## src/hdl/ccs_map.svh

```systemverilog
// ccs_map.svh: offsets, field positions, reset values and delay counts of the clock selector
// assumes a 10 MHz pclk; the includer provides `timescale where needed
`ifndef CCS_MAP_SVH
`define CCS_MAP_SVH
`define CCS_CLOCK_CONFIGURATION_OFF 12'hf8
`define CCS_CLOCK_CONFIGURATION_RST 8'h00
`define CCS_BIT_RESUME_DELAY 7
`define CCS_BIT_WAKE_HI 6
`define CCS_BIT_WAKE_LO 4
`define CCS_BIT_UV_DISABLE 3
`define CCS_BIT_PRECISION 2
`define CCS_BIT_CLKOUT_DIS 1
`define CCS_BIT_EXT_ENABLE 0
`define CCS_STATUS_OFF 12'h0fc
`define CCS_PCLK_MHZ 10
`define CCS_SHORT_DELAY_US 128
`define CCS_LONG_DELAY_US 4000
`define CCS_INT_RESUME_US 8
`define CCS_SETTLE_US 500
`define CCS_SHORT_CYC (`CCS_SHORT_DELAY_US * `CCS_PCLK_MHZ)
`define CCS_LONG_CYC (`CCS_LONG_DELAY_US * `CCS_PCLK_MHZ)
`define CCS_INT_RESUME_CYC (`CCS_INT_RESUME_US * `CCS_PCLK_MHZ)
`define CCS_SETTLE_CYC (`CCS_SETTLE_US * `CCS_PCLK_MHZ)
`endif

```

## src/hdl/ccs_pkg.sv

```systemverilog
// ccs_pkg: types shared by the clock source selector
// assumes nothing beyond a SystemVerilog compiler
package ccs_pkg;
  typedef enum logic [2:0] {
    CCS_RUN = 3'b000,
    CCS_OSC_START = 3'b001,
    CCS_RESUME_WAIT = 3'b011,
    CCS_SETTLE = 3'b010,
    CCS_SUSPENDED = 3'b110
  } ccs_state_t;
  typedef struct packed {
    logic resume_delay;
    logic [2:0] wake_period;
    logic uv_disable;
    logic precision;
    logic clkout_dis;
    logic ext_enable;
  } ccs_cfg_t;
endpackage

```

## src/hdl/ccs_clock_select.sv

```systemverilog
// ccs_clock_select: clock source selection, halt and resume sequencing, APB registers
// assumes pclk 10 MHz, presetn asynchronous active low, APB master per AMBA 3
// Overview of operation
// - resume delay bit picks external delay
// - hold 128 us or 4 ms after stable
// - internal wake adds only 8 us
// - three-bit field sets wake-up period
// - disable bit turns undervoltage restart off
// - undervoltage low: settle interval, restart at zero
// - precision bit tunes internal clock from USB
// - clock output disable drives output high while on the internal clock
// - after power-up internal clock, buffered out
// - external enable write halts, stops internal
// - stable external clock, then resume delay
// - clearing external enable waits for wake
// - return to internal only on wake or undervoltage restart
// - internal 6 MHz oscillator used from reset
// - crystal input read as aux input bit while on the internal clock, forced low in external mode
// - undervoltage restart forces internal, then settles
`timescale 1ns/1ps
`include "ccs_map.svh"
module ccs_clock_select #(
  parameter int unsigned LONG_CYC = `CCS_LONG_CYC,
  parameter int unsigned SETTLE_CYC = `CCS_SETTLE_CYC
) (
  input wire logic pclk,
  input wire logic presetn,
  input wire logic psel,
  input wire logic penable,
  input wire logic pwrite,
  input wire logic [11:0] paddr,
  input wire logic [31:0] pwdata,
  output logic [31:0] prdata,
  output logic pready,
  output logic pslverr,
  input wire logic int_osc_clk,
  input wire logic ext_osc_stable,
  input wire logic crystal_input_pin,
  input wire logic supply_low,
  input wire logic suspend_req,
  input wire logic wake_event,
  input wire logic usb_traffic_seen,
  output logic crystal_output_pin,
  output logic crystal_input_pulldown,
  output logic int_osc_enable,
  output logic ext_osc_enable,
  output logic core_clk_ext,
  output logic core_halt,
  output logic restart_at_zero,
  output logic undervoltage_restart,
  output logic precision_tune,
  output logic [2:0] wake_period,
  output logic aux_input_bit_one
);
  localparam int unsigned CNT_W = 32;
  localparam int unsigned SHORT_CYC = `CCS_SHORT_CYC;
  localparam int unsigned INT_CYC = `CCS_INT_RESUME_CYC;

  // two-flop synchronisers; first stage read only by the second
  logic [3:0] sync1, sync2;
  always_ff @(posedge pclk or negedge presetn) begin
    if (!presetn) begin
      sync1 <= 4'h0;
      sync2 <= 4'h0;
    end else begin
      sync1 <= {ext_osc_stable, crystal_input_pin, supply_low, int_osc_clk};
      sync2 <= sync1;
    end
  end
  logic stable_s, xin_s, low_s, iclk_s;
  assign {stable_s, xin_s, low_s, iclk_s} = sync2;

  // apb decode; zero wait states, unmapped reads zero with pslverr
  logic acc, hit_cfg, hit_sts;
  assign acc = psel && penable;
  assign hit_cfg = paddr == `CCS_CLOCK_CONFIGURATION_OFF;
  assign hit_sts = paddr == `CCS_STATUS_OFF;

  ccs_pkg::ccs_cfg_t cfg, next_cfg;
  ccs_pkg::ccs_state_t state, next_state;
  logic [CNT_W-1:0] cnt, next_cnt;
  logic ext_mode, next_ext_mode;
  logic [31:0] next_prdata;
  logic next_pready, next_pslverr;

  // register file and bus answer
  always_comb begin
    next_cfg = cfg;
    next_prdata = 32'h0;
    next_pready = 1'b0;
    next_pslverr = 1'b0;
    if (psel && !penable) begin
      next_pready = 1'b1;
      next_pslverr = !(hit_cfg || hit_sts);
      if (hit_cfg) begin
        next_prdata = {24'h0, cfg};
      end else if (hit_sts) begin
        next_prdata = {27'h0, state, ext_mode, core_halt};
      end
    end
    if (acc && pready && pwrite && hit_cfg) begin
      next_cfg = ccs_pkg::ccs_cfg_t'(pwdata[7:0]);
    end
    if (low_s && !cfg.uv_disable) begin
      next_cfg.ext_enable = 1'b0;
    end
  end

  always_ff @(posedge pclk or negedge presetn) begin
    if (!presetn) begin
      cfg <= ccs_pkg::ccs_cfg_t'(`CCS_CLOCK_CONFIGURATION_RST);
      prdata <= 32'h0;
      pready <= 1'b0;
      pslverr <= 1'b0;
    end else begin
      cfg <= next_cfg;
      prdata <= next_prdata;
      pready <= next_pready;
      pslverr <= next_pslverr;
    end
  end

  logic ext_write;
  assign ext_write = acc && pready && pwrite && hit_cfg && pwdata[`CCS_BIT_EXT_ENABLE];

  // source sequencer
  always_comb begin
    next_state = state;
    next_cnt = cnt;
    next_ext_mode = ext_mode;
    unique case (state)
      ccs_pkg::CCS_RUN: begin
        if (ext_write && !ext_mode) begin
          next_state = ccs_pkg::CCS_OSC_START;
        end else if (suspend_req) begin
          next_state = ccs_pkg::CCS_SUSPENDED;
        end
      end
      ccs_pkg::CCS_OSC_START: begin
        if (stable_s) begin
          next_ext_mode = 1'b1;
          next_state = ccs_pkg::CCS_RESUME_WAIT;
          // pick 128 us or 4 ms
          next_cnt = cfg.resume_delay ? LONG_CYC : SHORT_CYC;
        end
      end
      ccs_pkg::CCS_RESUME_WAIT: begin
        if (cnt <= 1) begin
          next_state = ccs_pkg::CCS_RUN;
          next_cnt = '0;
        end else begin
          next_cnt = cnt - 1'b1;
        end
      end
      ccs_pkg::CCS_SUSPENDED: begin
        if (wake_event) begin
          if (cfg.ext_enable) begin
            next_state = ccs_pkg::CCS_OSC_START;
          end else begin
            next_ext_mode = 1'b0;
            next_state = ccs_pkg::CCS_RESUME_WAIT;
            next_cnt = INT_CYC;
          end
        end
      end
      ccs_pkg::CCS_SETTLE: begin
        if (low_s) begin
          next_cnt = SETTLE_CYC;
        end else if (cnt <= 1) begin
          next_state = ccs_pkg::CCS_RUN;
          next_cnt = '0;
        end else begin
          next_cnt = cnt - 1'b1;
        end
      end
      default: next_state = ccs_pkg::CCS_RUN;
    endcase
    if (low_s && !cfg.uv_disable) begin
      next_state = ccs_pkg::CCS_SETTLE;
      next_ext_mode = 1'b0;
      next_cnt = SETTLE_CYC;
    end
  end

  always_ff @(posedge pclk or negedge presetn) begin
    if (!presetn) begin
      state <= ccs_pkg::CCS_RUN;
      cnt <= '0;
      ext_mode <= 1'b0;
    end else begin
      state <= next_state;
      cnt <= next_cnt;
      ext_mode <= next_ext_mode;
    end
  end

  // registered outputs
  always_ff @(posedge pclk or negedge presetn) begin
    if (!presetn) begin
      crystal_output_pin <= 1'b0;
      crystal_input_pulldown <= 1'b1;
      int_osc_enable <= 1'b1;
      ext_osc_enable <= 1'b0;
      core_clk_ext <= 1'b0;
      core_halt <= 1'b0;
      restart_at_zero <= 1'b0;
      undervoltage_restart <= 1'b1;
      precision_tune <= 1'b0;
      wake_period <= 3'h0;
      aux_input_bit_one <= 1'b0;
    end else begin
      // output high or internal clock; external mode leaves it low
      crystal_output_pin <= next_ext_mode ? 1'b0 : (cfg.clkout_dis | iclk_s);
      crystal_input_pulldown <= !next_ext_mode;
      aux_input_bit_one <= next_ext_mode ? 1'b0 : xin_s;
      int_osc_enable <= !(next_ext_mode || next_state == ccs_pkg::CCS_OSC_START);
      ext_osc_enable <= next_ext_mode || next_state == ccs_pkg::CCS_OSC_START;
      core_clk_ext <= next_ext_mode;
      core_halt <= next_state != ccs_pkg::CCS_RUN;
      restart_at_zero <= state == ccs_pkg::CCS_SETTLE && next_state == ccs_pkg::CCS_RUN;
      undervoltage_restart <= !next_cfg.uv_disable;
      precision_tune <= cfg.precision && !next_ext_mode && usb_traffic_seen;
      wake_period <= cfg.wake_period;
    end
  end
endmodule

```

## config.mk

```make
export PLATFORM = sky130hd
export DESIGN_NAME = ccs_clock_select
export DESIGN_NICKNAME = d
export VERILOG_FILES = /design/src/hdl/ccs_pkg.sv /design/src/hdl/ccs_clock_select.sv
export VERILOG_INCLUDE_DIRS = /design/src /design/src/hdl
export SDC_FILE = /design/constraint.sdc
export NUM_CORES = 1
export LEC_CHECK = 0
export ABC_AREA = 1
export BUFFER_PORTS_ARGS = -buffer_cell sky130_fd_sc_hd__buf_2
export CAP_MARGIN = 0
export CORE_UTILIZATION = 58
export CTS_BUF_LIST = sky130_fd_sc_hd__clkbuf_8 sky130_fd_sc_hd__clkbuf_16
export DETAILED_ROUTE_END_ITERATION = 10
export GPL_ROUTABILITY_DRIVEN = 0
export GPL_TIMING_DRIVEN = 1
export HOLD_SLACK_MARGIN = 0.12
export PLACE_DENSITY_LB_ADDON = 0.05
export SLEW_MARGIN = 5
export SYNTH_ARGS = -nofsm -noshare
export SYNTH_HDL_FRONTEND = slang
export SYNTH_SLANG_ARGS = --single-unit
```

## constraint.sdc

```tcl
create_clock -name pclk -period 3.2 [get_ports pclk]
set_input_delay 0.32 -clock pclk [delete_from_list [all_inputs] [get_ports pclk]]
set_output_delay 0.32 -clock pclk [all_outputs]
set_load 0.01 [all_outputs]
```

======== After elaboration in Yosys (flattened, before gate mapping) ========
Index checks and enable logic that the tools add are counted.
cells by class
  equal/unequal tests ..................... 10
  magnitude comparators ................... 1
  muxes and demuxes ....................... 31
  divide/modulo/power cells ............... 0
  shift-type cells ........................ 0
  reductions and logical operators ........ 26
  bitwise gates (word level) .............. 1
  multiply operators ...................... 0
  $add $sub $neg .......................... 1
operators with widths
  operator               number
  $mux 32                6
  $pmux 32 s4            1
  $le 32x1->1 const B    1
  $sub 32x1->32 const B  1
  $eq 12x8->1 const B    2
  $mux 3                 7
  $mux 16                1
  $mux 8                 2
  $pmux 3 s5             1
  $logic_and 1x1->1      11
  $mux 1                 9
  $ne 3x3->1 const B     3
  $logic_not 1->1        7
  $eq 3x1->1 const B     2
  $eq 3x2->1 const B     2
  $logic_not 3->1        2
  $mux 5                 1
  $reduce_bool 5->1      1
  $mux 4                 1
  $reduce_and 4->1       1
  $eq 3x3->1 const B     1
  $reduce_bool 3->1      1
  $logic_or 1x1->1       2
  $mux 2                 1
  other kinds (3)        3
word-level totals
  memories kept ........................... 0
  register bits after elaboration ......... 98
  bits in read-only memories .............. 0
  output and inout port bits .............. 47
  memory bits (writable) .................. 0
  latch bits .............................. 0
  bits of input ports ..................... 56

======== Logic depth before layout (Yosys ltp) ========
Gate-level depths: netlist of the first run.
  word-level depth ........................ 12
  gate-level depth with buffers ........... 13
  mapped depth without buffers ............ 13

======== Worst setup path before layout of the first run ========
OpenSTA, ideal clock, no wires.
  kind .................................... flip-flop to flip-flop
  start point ............................. reg cnt[0]
  end point ............................... reg cnt[21]
  arrival ................................. 1.599 ns
  library setup time ...................... 0.119 ns
  stages on the path, launching flop included .. 14
  path slack .............................. 1.481 ns
  cells stage by stage .................... dfrtp_1 inv_1 ha_1 nand2_4 nor2_2 o21a_2 nand2_2 nand2_4 inv_4 nand2_4 nand2_4 inv_2 buf_8 nor2_2
between the ends
  cells in the longest elaborated chain, start to end .. 5
  elaborated cells on any way between the ends .. 6
RTL lines
  element                                       line                                              RTL
  start, declared                               ccs_clock_select.sv:81                            logic [CNT_W-1:0] cnt, next_cnt;
  start signal, assigned                        ccs_clock_select.sv:192                           cnt <= next_cnt;
  $sub 32x1->32 or $le 32x1->1 (tied branches)  --
  $mux 32 *                                     ccs_clock_select.sv:148, ccs_clock_select.sv:169
  $mux 32                                       ccs_clock_select.sv:167                           if (low_s) begin
  $pmux 32 s4 *                                 ccs_clock_select.sv:131                           unique case (state)
  $mux 32 *                                     ccs_clock_select.sv:178                           if (low_s && !cfg.uv_disable) begin
Every way passes the cells marked *; elsewhere a longest branch is shown, timed or not.
A chain may end at the register's enable or synchronous reset.

======== Worst setup path in the final report of the first run ========
  start point ............................. reg cnt[0]
  end point ............................... reg cnt[24]
The elaborated chain is that of the path after synthesis.

==> run_summary.xml, run 1 <==
<?xml version="1.0" encoding="UTF-8"?>
<metrics>
  <group name="layout">
    <metric name="post_route_cells_drive_above_1_share" unit="%">22.1</metric>
    <metric name="layout-area-overhead-vs-synth" unit="%">13.2</metric>
    <metric name="layout.filler_cells" unit="">562</metric>
    <metric name="most-common-layout-cells" unit="">nand2_1 (112), nor2_1 (75), dfrtp_1 (71)</metric>
    <metric name="nets" unit="">632</metric>
    <metric name="antennaDiodeCount" unit="">0</metric>
    <metric name="most_common_cell_after_layout_fill_and_taps_aside" unit="">nand2_1</metric>
    <metric name="finish.utilization" unit="%">68.2</metric>
  </group>
  <group name="global_route">
    <metric name="grt_antenna_before_repair" unit="">0</metric>
    <metric name="grt_start_max_net_pins" unit="">40</metric>
    <metric name="grt_total_ovfl" unit="">0</metric>
    <metric name="gr-usage-all-layers" unit="%">25.5</metric>
    <metric name="global_route_wire_length_before_repair" unit="mm">14.5</metric>
    <metric name="grt_pass1_vias" unit="">3162</metric>
  </group>
  <group name="sta">
    <metric name="timing.max_slew.rel_slack" unit="%">44.2</metric>
    <metric name="final.min_clock_period" unit="ns">2.06</metric>
    <metric name="worst_clock_skew" unit="ns">0.00997</metric>
    <metric name="setup_viol" unit="">0</metric>
    <metric name="min_period_over_period" unit="%">64.5</metric>
    <metric name="final_max_slew_viol_count" unit="">0</metric>
    <metric name="fmax" unit="MHz">485</metric>
    <metric name="timing_hold_violations_final" unit="">0</metric>
    <metric name="finalSetupTns" unit="ns">0</metric>
    <metric name="finalHoldWorstSlack" unit="ns">0.156</metric>
    <metric name="rsz_0062_raised_after_global_routing" unit="">false</metric>
    <metric name="tightestPinTransition" unit="ns">0.838</metric>
  </group>
  <group name="cts">
    <metric name="clock_tree_from_tritoncts" unit="">done</metric>
    <metric name="clock_sink_count" unit="">74</metric>
    <metric name="cts-buffers-inserted" unit="">9</metric>
    <metric name="cts_repair_resize_count" unit="">0</metric>
    <metric name="clock_tree.htree_level_count" unit="">3</metric>
    <metric name="cts.path.max_buffers" unit="">2</metric>
    <metric name="clk-insertion-delay-late" unit="ns">0.36</metric>
    <metric name="root_buffer_selected_by_cts" unit="">clkbuf_8</metric>
    <metric name="cts.reportedPaths.clkPinSlew" unit="ns">0.09</metric>
  </group>
  <group name="routing">
    <metric name="routed.top_layer" unit="">met4</metric>
    <metric name="met2WireLength" unit="mm">4.12</metric>
    <metric name="route.detailed.drc" unit="">0</metric>
    <metric name="total_length_of_routed_wires" unit="mm">8.78</metric>
    <metric name="detailroute.via_count" unit="">3383</metric>
    <metric name="firstDrtPassIters" unit="">6</metric>
    <metric name="drt_iter0_drc" unit="">251</metric>
    <metric name="postRouteAntennaNets" unit="">0</metric>
    <metric name="wl_met1" unit="mm">3.98</metric>
    <metric name="routed-wl-met3" unit="um">582</metric>
    <metric name="via_cell_ratio" unit="">5.01</metric>
    <metric name="route.detailed.wl_per_inst" unit="um">13.0</metric>
  </group>
  <group name="synthesis">
    <metric name="synthesis.area_per_instance" unit="sq um">8.08</metric>
    <metric name="ys_ff_latch" unit="">74</metric>
    <metric name="yosys.area_share.xor_xnor" unit="%">3.21</metric>
    <metric name="post_synth_num_cell_types" unit="">42</metric>
    <metric name="synth_fa_ha_area_share" unit="%">0.611</metric>
    <metric name="ys_seq_area_share" unit="%">45.3</metric>
    <metric name="muxShareOfSynthArea" unit="%">0</metric>
    <metric name="synth.cell_area" unit="sq um">4100</metric>
    <metric name="synth_largest_type_area_fraction" unit="%">43.4</metric>
    <metric name="synth-async-reset-ratio" unit="%">100</metric>
    <metric name="synth-edff-count" unit="">0</metric>
    <metric name="synth_top_family_by_area" unit="">simple AND/OR/NAND/NOR gates</metric>
    <metric name="mapped_cells" unit="">507</metric>
    <metric name="share_of_synthesized_cell_area_in_and_or_nand_and_nor_gates" unit="%">32.0</metric>
    <metric name="synth.top_cells.by_area" unit="">dfrtp_1 (43%), nand2_1 (10%), nor2_1 (6.9%)</metric>
    <metric name="synthFlopType" unit="">dfrtp_1</metric>
    <metric name="ys_warns" unit="">0</metric>
    <metric name="compound_gate_fraction_of_synth_area" unit="%">7.76</metric>
    <metric name="synth_top_area_cell" unit="">dfrtp_1</metric>
  </group>
  <group name="floorplanning">
    <metric name="die_footprint" unit="sq um">7400</metric>
    <metric name="die_w" unit="um">86.0</metric>
    <metric name="core_ar" unit="sq um">6790</metric>
    <metric name="start_util" unit="%">60.3</metric>
    <metric name="die_height" unit="um">86.0</metric>
    <metric name="floorplan.io_pins" unit="">103</metric>
    <metric name="floorplan.rows" unit="">30</metric>
  </group>
  <group name="power">
    <metric name="power.total" unit="mW">1.98</metric>
    <metric name="power.density" unit="nW/um^2">428</metric>
    <metric name="max-vdd-ir-drop" unit="mV">0.327</metric>
    <metric name="static-leakage-power" unit="nW">2.34</metric>
  </group>
  <group name="worst_setup_path">
    <metric name="endpoint" unit="">cnt[24]</metric>
    <metric name="required" unit="ns">3.44</metric>
    <metric name="critical_path_arrival" unit="ns">2.30</metric>
    <metric name="cp_endpoint_kind" unit="">flop</metric>
    <metric name="worst_setup_path_startpoint" unit="">cnt[0]</metric>
    <metric name="ff2ff_path_depth" unit="">12</metric>
    <metric name="worst_setup_path_start_kind" unit="">flop</metric>
    <metric name="reg2reg_from" unit="">cnt[0]</metric>
    <metric name="critical_path_class" unit="">reg -&gt; reg</metric>
    <metric name="setup.reg_to_reg.worst_slack" unit="ns">1.14</metric>
    <metric name="cp_max_fo" unit="">11</metric>
    <metric name="destination_of_the_worst_register_to_register_timing_path" unit="">cnt[24]</metric>
  </group>
  <group name="place">
    <metric name="hpwlAfterDp" unit="mm">6.58</metric>
    <metric name="buffer_ports.inserted" unit="">54</metric>
  </group>
  <group name="status">
    <metric name="outcome" unit="">finished, final reports clean</metric>
  </group>
  <group name="hold_path">
    <metric name="min_path_type" unit="">in -&gt; reg</metric>
  </group>
  <group name="flow_run">
    <metric name="max_cap_viols" unit="">0</metric>
  </group>
</metrics>
[power by group]
part | internal [mW] | leakage (nW) | switching, mW
clock | 0.375 | 0.103 | 0.394
sequential | 0.959 | 0.960 | 0.0149
combinational | 0.0824 | 1.27 | 0.157
[area by class of cell]
type	count	area, sq um	area share [%]
Clock buffer	9	124	2.67
Sequential cell	74	1860	40.0
Clock inverter	7	83.8	1.81
Inverter	61	236	5.10
Timing Repair Buffer	60	340	7.34
Tap cell	96	120	2.59
Multi-Input combinational cell	368	1870	40.4
[layer usage]
layer / vias to the layer above / global-route usage, %
met3: 9 / 6.06
met2: 134 / 39.9
met5: - / 0
met1: 1548 / 35.0
li1: 1692 / -
met4: 0 / 8.18
[stage by stage]
step / setup slack, ns / instances / instance area [sq um]
after floorplan: 1.48 / 530 / 4180
after global placement: 1.18 / 654 / 4380
after detailed placement: 1.14 / 654 / 4380
after CTS: 1.12 / 675 / 4630
after global routing: 0.998 / 675 / 4630
final: 1.14 / 675 / 4630
[logic make-up after synthesis]
group           count (synthesis)
simple gates                  272
buf+inv                        88
flops                          74
compound gates                 55
xor+xnor                       15
fa+ha+maj                       2
other cells                     1
[flip-flops by register name, summed over array words and instances, names as in the netlist, 3 cells and up]
name	count
cfg	8
sync1	4
sync2	4
wake_period	3
cnt	32
state	3
prdata	8
[worst min path at each step]
| stage | depth (start not counted) | startpoint | slack [ns] | to |
|---|---|---|---|---|
| 4_1_cts | 3 | pwdata[1] | 0.15 | cfg[1] |
| 2_1_floorplan | 0 | presetn | 0.02 | aux_input_bit_one |
| 3_3_place_gp | 0 | sync1[3] | 0.33 | sync2[3] |
| 3_5_place_dp | 0 | sync1[1] | 0.34 | sync2[1] |
| 6_report | 3 | pwdata[2] | 0.16 | cfg[2] |
| 5_1_grt | 3 | pwdata[6] | 0.16 | cfg[6] |
[worst max-delay path: stages, from the launching register on]
cell and delay (ns):
dfrtp_1 0.39, inv_1 0.14, ha_1 0.25, nand2_4 0.09, nor2_2 0.13, o21a_2 0.17, nand2_2 0.08, nand2_4 0.11
inv_4 0.05, nand2_4 0.11, nand2_4 0.08, inv_2 0.26, nor2_2 0.08
[synthesized netlist by cell type, types with 2 or more instances]
cell type	n
a21oi_1	18
a21oi_2	2
a31oi_1	2
buf_4	24
buf_8	2
dfrtp_1	71
dfstp_2	3
ha_1	2
inv_1	56
inv_2	3
nand2_1	112
nand2_2	6
nand2_4	5
nand3_1	20
nand3_2	3
nand3_4	2
nand4_1	8
nor2_1	75
nor2_2	20
nor2_4	4
nor3_1	8
nor3_4	2
o211ai_1	6
o21ai_0	17
o22ai_1	6
xnor2_1	4
xor2_1	11
[timing repair]
| action | CTS | global route |
|---|---|---|
| buffers inserted | 0 | 0 |
| hold buffers | 5 | 0 |
| endpoints found under the hold margin | 41 | 0 |
(Power assumes the default switching activity.)
==> run 2, diff against run 1 <==
- ABC_AREA: 1 -> 0
- CORE_UTILIZATION: 58 -> 53
- clock period: 3.2 -> 2.2 ns (I/O delays scaled with it)
==> run 2 against run 1 <==
Compared with the run above: sequential power grew 51%; global-route usage grew 0.086 points; die area grew 5.0%; area after synthesis shrank 3.9%; clock skew grew 0.0053 ns; utilization shrank 1.3 points; flip-flop and latch count is the same; worst setup slack lost 1.0 ns; fmax shrank 0.41%; cell count shrank 12%; via count grew 0.89%; final area grew 4.2%; critical path type unchanged; largest power group unchanged.
==> run_summary.xml, run 2 <==
<?xml version="1.0" encoding="UTF-8"?>
<metrics>
  <group name="floorplanning">
    <metric name="floorplan.rows" unit="">31</metric>
    <metric name="die_height" unit="um">88.2</metric>
    <metric name="die_footprint" unit="sq um">7770</metric>
    <metric name="core_ar" unit="sq um">7210</metric>
    <metric name="die_w" unit="um">88.2</metric>
    <metric name="start_util" unit="%">54.5</metric>
    <metric name="floorplan.io_pins" unit="">103</metric>
  </group>
  <group name="global_route">
    <metric name="gr-usage-all-layers" unit="%">25.5</metric>
    <metric name="grt_antenna_before_repair" unit="">0</metric>
    <metric name="global_route_wire_length_before_repair" unit="mm">14.9</metric>
    <metric name="grt_total_ovfl" unit="">0</metric>
    <metric name="grt_pass1_vias" unit="">3028</metric>
    <metric name="grt_start_max_net_pins" unit="">42</metric>
  </group>
  <group name="place">
    <metric name="post_dp_cell_area" unit="sq um">4440</metric>
    <metric name="buffer_ports.inserted" unit="">54</metric>
    <metric name="hpwlAfterDp" unit="mm">6.64</metric>
  </group>
  <group name="sta">
    <metric name="finalHoldWorstSlack" unit="ns">0.158</metric>
    <metric name="setup_viol" unit="">0</metric>
    <metric name="final.min_clock_period" unit="ns">2.07</metric>
    <metric name="final_max_slew_viol_count" unit="">0</metric>
    <metric name="rsz_0062_raised_after_global_routing" unit="">false</metric>
    <metric name="finalSetupTns" unit="ns">0</metric>
    <metric name="fmax" unit="MHz">483</metric>
    <metric name="timing.max_slew.rel_slack" unit="%">66.7</metric>
    <metric name="timing_hold_violations_final" unit="">0</metric>
    <metric name="worst_clock_skew" unit="ns">0.0153</metric>
    <metric name="min_period_over_period" unit="%">94.2</metric>
    <metric name="tightestPinTransition" unit="ns">0.495</metric>
  </group>
  <group name="worst_setup_path">
    <metric name="critical_path_class" unit="">reg -&gt; reg</metric>
    <metric name="cp_endpoint_kind" unit="">flop</metric>
    <metric name="reg2reg_from" unit="">cnt[27]</metric>
    <metric name="cp_max_fo" unit="">12</metric>
    <metric name="required" unit="ns">2.44</metric>
    <metric name="setup.reg_to_reg.worst_slack" unit="ns">0.13</metric>
    <metric name="ff2ff_path_depth" unit="">6</metric>
    <metric name="critical_path_arrival" unit="ns">2.31</metric>
    <metric name="destination_of_the_worst_register_to_register_timing_path" unit="">cnt[6]</metric>
    <metric name="worst_setup_path_start_kind" unit="">flop</metric>
  </group>
  <group name="status">
    <metric name="outcome" unit="">finished, final reports clean</metric>
  </group>
  <group name="hold_path">
    <metric name="min_path_type" unit="">in -&gt; reg</metric>
    <metric name="hold_depth" unit="">2</metric>
    <metric name="min_delay_worst_endpoint" unit="">pready</metric>
    <metric name="hold_path.startpoint" unit="">psel</metric>
  </group>
  <group name="synthesis">
    <metric name="post_synth_most_frequent_cells" unit="">dfrtp_1 (71), a31oi_1 (28), nand2_1 (25)</metric>
    <metric name="synth.cell_area" unit="sq um">3930</metric>
    <metric name="synth.most_common_cell" unit="">dfrtp_1</metric>
    <metric name="synth_top_area_cell" unit="">dfrtp_1</metric>
    <metric name="ys_ff_latch" unit="">74</metric>
    <metric name="ys_seq_area_share" unit="%">47.2</metric>
    <metric name="synthFlopType" unit="">dfrtp_1</metric>
    <metric name="post_synth_num_cell_types" unit="">63</metric>
    <metric name="synth.top_cells.by_area" unit="">dfrtp_1 (45%), buf_4 (4.6%), a31oi_1 (4.5%)</metric>
    <metric name="synthesis.area_per_instance" unit="sq um">10.0</metric>
    <metric name="synth_largest_type_area_fraction" unit="%">45.2</metric>
    <metric name="synth-edff-count" unit="">0</metric>
    <metric name="mapped_cells" unit="">393</metric>
    <metric name="synth-async-reset-ratio" unit="%">100</metric>
    <metric name="ys_warns" unit="">0</metric>
  </group>
  <group name="layout">
    <metric name="layout-area-overhead-vs-synth" unit="%">22.7</metric>
    <metric name="finished_layout_cell_area" unit="sq um">4830</metric>
    <metric name="largestRegisters" unit="">cnt x32, cfg x8, prdata x8</metric>
    <metric name="antennaDiodeCount" unit="">0</metric>
    <metric name="most-common-layout-cells" unit="">dfrtp_1 (71), buf_2 (53), buf_4 (34)</metric>
    <metric name="largest_register_ff_count" unit="">32</metric>
    <metric name="most_common_cell_after_layout_fill_and_taps_aside" unit="">dfrtp_1</metric>
    <metric name="nets" unit="">545</metric>
    <metric name="layout.filler_cells" unit="">623</metric>
    <metric name="registers.top_by_ff_count" unit="">cnt</metric>
    <metric name="post_route_cells_drive_above_1_share" unit="%">28.0</metric>
  </group>
  <group name="cts">
    <metric name="clock_sink_count" unit="">74</metric>
    <metric name="cts.path.max_buffers" unit="">2</metric>
    <metric name="clock_tree.htree_level_count" unit="">3</metric>
    <metric name="cts-buffers-inserted" unit="">9</metric>
    <metric name="postCtsSetupBuffers" unit="">0</metric>
    <metric name="clock_tree_from_tritoncts" unit="">done</metric>
    <metric name="clk-insertion-delay-late" unit="ns">0.35</metric>
    <metric name="cts.reportedPaths.clkPinSlew" unit="ns">0.09</metric>
    <metric name="root_buffer_selected_by_cts" unit="">clkbuf_8</metric>
  </group>
  <group name="routing">
    <metric name="route.detailed.wl_per_inst" unit="um">15.8</metric>
    <metric name="route.detailed.drc" unit="">0</metric>
    <metric name="total_length_of_routed_wires" unit="mm">9.32</metric>
    <metric name="postRouteAntennaNets" unit="">0</metric>
    <metric name="detailroute.via_count" unit="">3413</metric>
    <metric name="via_cell_ratio" unit="">5.77</metric>
    <metric name="firstDrtPassIters" unit="">5</metric>
    <metric name="drt_iter0_drc" unit="">298</metric>
  </group>
  <group name="power">
    <metric name="power.density" unit="nW/um^2">651</metric>
    <metric name="static-leakage-power" unit="nW">2.16</metric>
    <metric name="max-vdd-ir-drop" unit="mV">0.450</metric>
  </group>
  <group name="flow_run">
    <metric name="max_cap_viols" unit="">0</metric>
  </group>
</metrics>
run 2: worst max-delay path: stages (launching register included):
cell,delay [ns]
dfrtp_1,0.41
or3_1,0.45
nor3_4,0.26
nand4_2,0.27
buf_4,0.27
a41oi_1,0.20
o22ai_1,0.10
run 2: worst max-delay path by stage:
stage          slack (ns)  startpoint  endpoint  cells after the start
2_1_floorplan        0.32      cnt[0]   cnt[26]                      7
3_3_place_gp         0.13     cnt[27]   cnt[20]                      6
3_5_place_dp         0.10     cnt[27]   cnt[23]                      6
4_1_cts              0.11     cnt[27]    cnt[2]                      6
5_1_grt             0.004     cnt[27]   cnt[15]                      6
6_report             0.13     cnt[27]    cnt[6]                      6
run 2: final cells by class:
cell class	count	area (sq um)	share of cell area, %
repair buffers	104	702	14.5
flip-flops and latches	74	1860	38.4
multi-input cells	285	1870	38.6
inverters	13	48.8	1.01
well taps	99	124	2.57
clock buffers	10	138	2.85
clock inverters	6	95.1	1.97
run 2: power by group:
part | switching, mW | internal (mW)
Clock | 0.538 | 0.684
Sequential | 0.0611 | 1.41
Combinational | 0.252 | 0.200
Total | 0.851 | 2.29
run 2: logic make-up (layout without fill, tap and decap cells):
kind of cell,after synthesis,in the layout,synth area share (%)
xor gates and xnor gates,4,4,0.891
buffers and inverters,57,133,7.89
DFF,74,74,47.2
AOI/OAI and AO/OA,81,81,14.4
muxes,13,13,3.50
other,1,24,0.0953
and+or+nand+nor,161,161,25.4
adders and majority gates,2,2,0.636
run 2: stage by stage:
| stage | total power [mW] | util, % | instances | worst slack, ns |
|---|---|---|---|---|
| final | 3.14 | 66.9 | 591 | 0.128 |
| after global routing | 3.28 | 66.9 | 591 | 0.00427 |
| after CTS | 3.15 | 66.8 | 591 | 0.111 |
| after detailed placement | 1.91 | 61.5 | 560 | 0.104 |
| after global placement | 1.90 | 61.5 | 560 | 0.131 |
| after floorplan | 1.76 | - | 416 | 0.317 |
run 2: timing repair:
item,4_1_cts,5_1_grt
hold buffers,15,0
endpoints found under the setup margin,0,10
hold endpoints to repair,50,0
resized for setup,0,2
run 2: layer usage:
layer  GRT usage, %  share of wire, %  up-vias
li1               -                 -     1616
met4           9.38               1.7        0
met3           4.05               6.0       19
met1           37.7                47     1640
met2           38.0                45      138
met5              0                 0        -
==> run 3, diff against run 2 <==
- CORE_UTILIZATION: 53 -> 55
- CTS_BUF_LIST: sky130_fd_sc_hd__clkbuf_8 sky130_fd_sc_hd__clkbuf_16 -> sky130_fd_sc_hd__clkbuf_4 sky130_fd_sc_hd__clkbuf_8
==> run 3 against run 2 <==
Compared with the run above: routed wire length grew 0.12%; clock power is 20% lower; via count increased by 0.38%.
==> run_summary.xml, run 3 (synthesis results as in run 2) <==
<?xml version="1.0" encoding="UTF-8"?>
<metrics>
  <group name="floorplanning">
    <metric name="floorplan.rows" unit="">30</metric>
    <metric name="die_w" unit="um">86.6</metric>
    <metric name="core_ar" unit="sq um">6870</metric>
    <metric name="floorplan.io_pins" unit="">103</metric>
    <metric name="start_util" unit="%">57.3</metric>
    <metric name="die_footprint" unit="sq um">7490</metric>
    <metric name="die_height" unit="um">86.6</metric>
  </group>
  <group name="worst_setup_path">
    <metric name="cp_max_fo" unit="">8</metric>
    <metric name="crit_cells" unit="">5</metric>
    <metric name="required" unit="ns">2.41</metric>
    <metric name="worst_setup_path_start_kind" unit="">flop</metric>
    <metric name="cp_cell_sequence" unit="">or3_1 -&gt; nor3_4 -&gt; nand4_4 -&gt; nand2_1 -&gt; o211ai_1</metric>
    <metric name="worst-path-buf-inv" unit="">0</metric>
    <metric name="reg2reg_from" unit="">cnt[27]</metric>
    <metric name="cp_endpoint_kind" unit="">flop</metric>
    <metric name="destination_of_the_worst_register_to_register_timing_path" unit="">cnt[27]</metric>
    <metric name="critical-path-max-stage-delay" unit="ns">0.45</metric>
    <metric name="cp_top_delay_family" unit="">simple AND/OR/NAND/NOR gates</metric>
    <metric name="worst_setup_path_startpoint" unit="">cnt[27]</metric>
    <metric name="setup.reg_to_reg.worst_slack" unit="ns">0.18</metric>
    <metric name="critPathSlowestCell" unit="">or3_1</metric>
    <metric name="critical_path_class" unit="">reg -&gt; reg</metric>
    <metric name="critical_path_arrival" unit="ns">2.23</metric>
    <metric name="ff2ff_path_depth" unit="">5</metric>
  </group>
  <group name="layout">
    <metric name="finish.utilization" unit="%">69.0</metric>
    <metric name="largestRegisters" unit="">cnt x32, cfg x8, prdata x8</metric>
    <metric name="nets" unit="">541</metric>
    <metric name="layout.filler_cells" unit="">564</metric>
    <metric name="largest_register_ff_count" unit="">32</metric>
    <metric name="most-common-layout-cells" unit="">dfrtp_1 (71), buf_2 (53), buf_4 (32)</metric>
    <metric name="layout-area-overhead-vs-synth" unit="%">20.5</metric>
    <metric name="most_common_cell_after_layout_fill_and_taps_aside" unit="">dfrtp_1</metric>
    <metric name="registers.top_by_ff_count" unit="">cnt</metric>
    <metric name="antennaDiodeCount" unit="">0</metric>
    <metric name="post_route_cells_drive_above_1_share" unit="%">27.9</metric>
  </group>
  <group name="sta">
    <metric name="timing_hold_violations_final" unit="">0</metric>
    <metric name="min_period_over_period" unit="%">91.6</metric>
    <metric name="final_max_slew_viol_count" unit="">0</metric>
    <metric name="final.min_clock_period" unit="ns">2.02</metric>
    <metric name="setup_viol" unit="">0</metric>
    <metric name="finalWorstSetupSlack" unit="ns">0.184</metric>
    <metric name="fmax" unit="MHz">496</metric>
    <metric name="finalSetupTns" unit="ns">0</metric>
    <metric name="timing.max_slew.rel_slack" unit="%">39.6</metric>
    <metric name="worst_clock_skew" unit="ns">0.0124</metric>
    <metric name="rsz_0062_raised_after_global_routing" unit="">false</metric>
    <metric name="tightestPinTransition" unit="ns">0.905</metric>
  </group>
  <group name="flow_run">
    <metric name="max_cap_viols" unit="">0</metric>
  </group>
  <group name="place">
    <metric name="buffer_ports.inserted" unit="">54</metric>
    <metric name="hpwlAfterDp" unit="mm">6.58</metric>
    <metric name="dp_worst_setup_slack" unit="ns">0.0781</metric>
  </group>
  <group name="power">
    <metric name="static-leakage-power" unit="nW">2.11</metric>
    <metric name="power.density" unit="nW/um^2">611</metric>
    <metric name="max-vdd-ir-drop" unit="mV">0.539</metric>
  </group>
  <group name="cts">
    <metric name="clock_tree.htree_level_count" unit="">3</metric>
    <metric name="cts-buffers-inserted" unit="">9</metric>
    <metric name="cts.reportedPaths.clkPinSlew" unit="ns">0.08</metric>
    <metric name="clk-insertion-delay-late" unit="ns">0.35</metric>
    <metric name="cts.path.max_buffers" unit="">2</metric>
    <metric name="postCtsSetupBuffers" unit="">0</metric>
    <metric name="clock_sink_count" unit="">74</metric>
    <metric name="root_buffer_selected_by_cts" unit="">clkbuf_8</metric>
    <metric name="clock_tree_from_tritoncts" unit="">done</metric>
  </group>
  <group name="global_route">
    <metric name="global_route_wire_length_before_repair" unit="mm">15.4</metric>
    <metric name="grt_total_ovfl" unit="">0</metric>
    <metric name="grt_antenna_before_repair" unit="">0</metric>
    <metric name="gr-usage-all-layers" unit="%">26.7</metric>
    <metric name="grt_start_max_net_pins" unit="">75</metric>
    <metric name="grt_pass1_vias" unit="">3238</metric>
  </group>
  <group name="routing">
    <metric name="drt_iter0_drc" unit="">235</metric>
    <metric name="detailroute.via_count" unit="">3426</metric>
    <metric name="via_cell_ratio" unit="">5.87</metric>
    <metric name="total_length_of_routed_wires" unit="mm">9.34</metric>
    <metric name="route.detailed.drc" unit="">0</metric>
    <metric name="route.detailed.wl_per_inst" unit="um">16.0</metric>
    <metric name="firstDrtPassIters" unit="">5</metric>
    <metric name="postRouteAntennaNets" unit="">0</metric>
  </group>
  <group name="hold_path">
    <metric name="min_path_type" unit="">in -&gt; reg</metric>
    <metric name="hold_depth" unit="">3</metric>
    <metric name="min_delay_worst_endpoint" unit="">cfg[0]</metric>
    <metric name="hold_path.startpoint" unit="">pwdata[0]</metric>
  </group>
  <group name="status">
    <metric name="outcome" unit="">finished, final reports clean</metric>
  </group>
</metrics>
## run 3: changes by cell type in the layout (fill, tap and decap cells not counted), sizes merged
cell	previous run	this run
dlygate4sd3	15	14
clkinv	1	2
inv	16	13
clkinvlp	0	2
clkbuf	10	12
bufinv	2	0
buf	89	86
## run 3: worst max-delay path by stage
stage               endpoint  slack (ns)
finish               cnt[27]        0.18
floorplan            cnt[26]        0.32
CTS                   cnt[2]        0.05
global route         cnt[12]       0.003
detailed placement    cnt[2]        0.08
global placement     cnt[11]        0.10
## run 3: repair_timing
item,CTS,global route
endpoints found under the setup margin,0,30
resized for setup,0,4
endpoints found under the hold margin,84,1
hold buffers,13,1
## run 3: worst reg2reg max path, cell delays in order, from the launching register on
cell	delay (ns)
dfrtp_1	0.41
or3_1	0.45
nor3_4	0.28
nand4_4	0.21
nand2_1	0.38
o211ai_1	0.16
## run 3: area by class of cell
type	instances	area, sq um	area share [%]
clock buffer	12	153	3.22
clock inverter	4	28.8	0.607
inverter	13	48.8	1.03
multi-input combinational	285	1880	39.6
sequential	74	1860	39.2
tap	96	120	2.53
timing repair buffer	100	657	13.9
## run 3: where the power goes
part           switching [mW]  internal, mW  total (mW)
Clock                   0.510         0.466       0.976
Sequential             0.0621          1.41        1.47
Combinational           0.257         0.191       0.447
Total                   0.829          2.06        2.89
## run 3: stage by stage
stage                     cell area [sq um]  power, mW  hold slack [ns]  instances
final                                  4740       2.89            0.140        584
after global routing                   4740       3.01            0.134        584
after CTS                              4710       2.88            0.121        583
after detailed placement               4400       1.90            0.330        554
after global placement                 4400       1.89            0.327        554
after floorplan                        4020       1.76          -0.0756        416
## run 3: routing by layer
metal	part of all wire, %	track usage (%)	vias up	wire length [um]
li1	-	-	1598	-
met1	47	39.0	1686	4400
met2	47	40.6	128	4350
met3	4.9	3.90	14	461
met4	1.3	9.55	0	119
met5	0	0	-	0
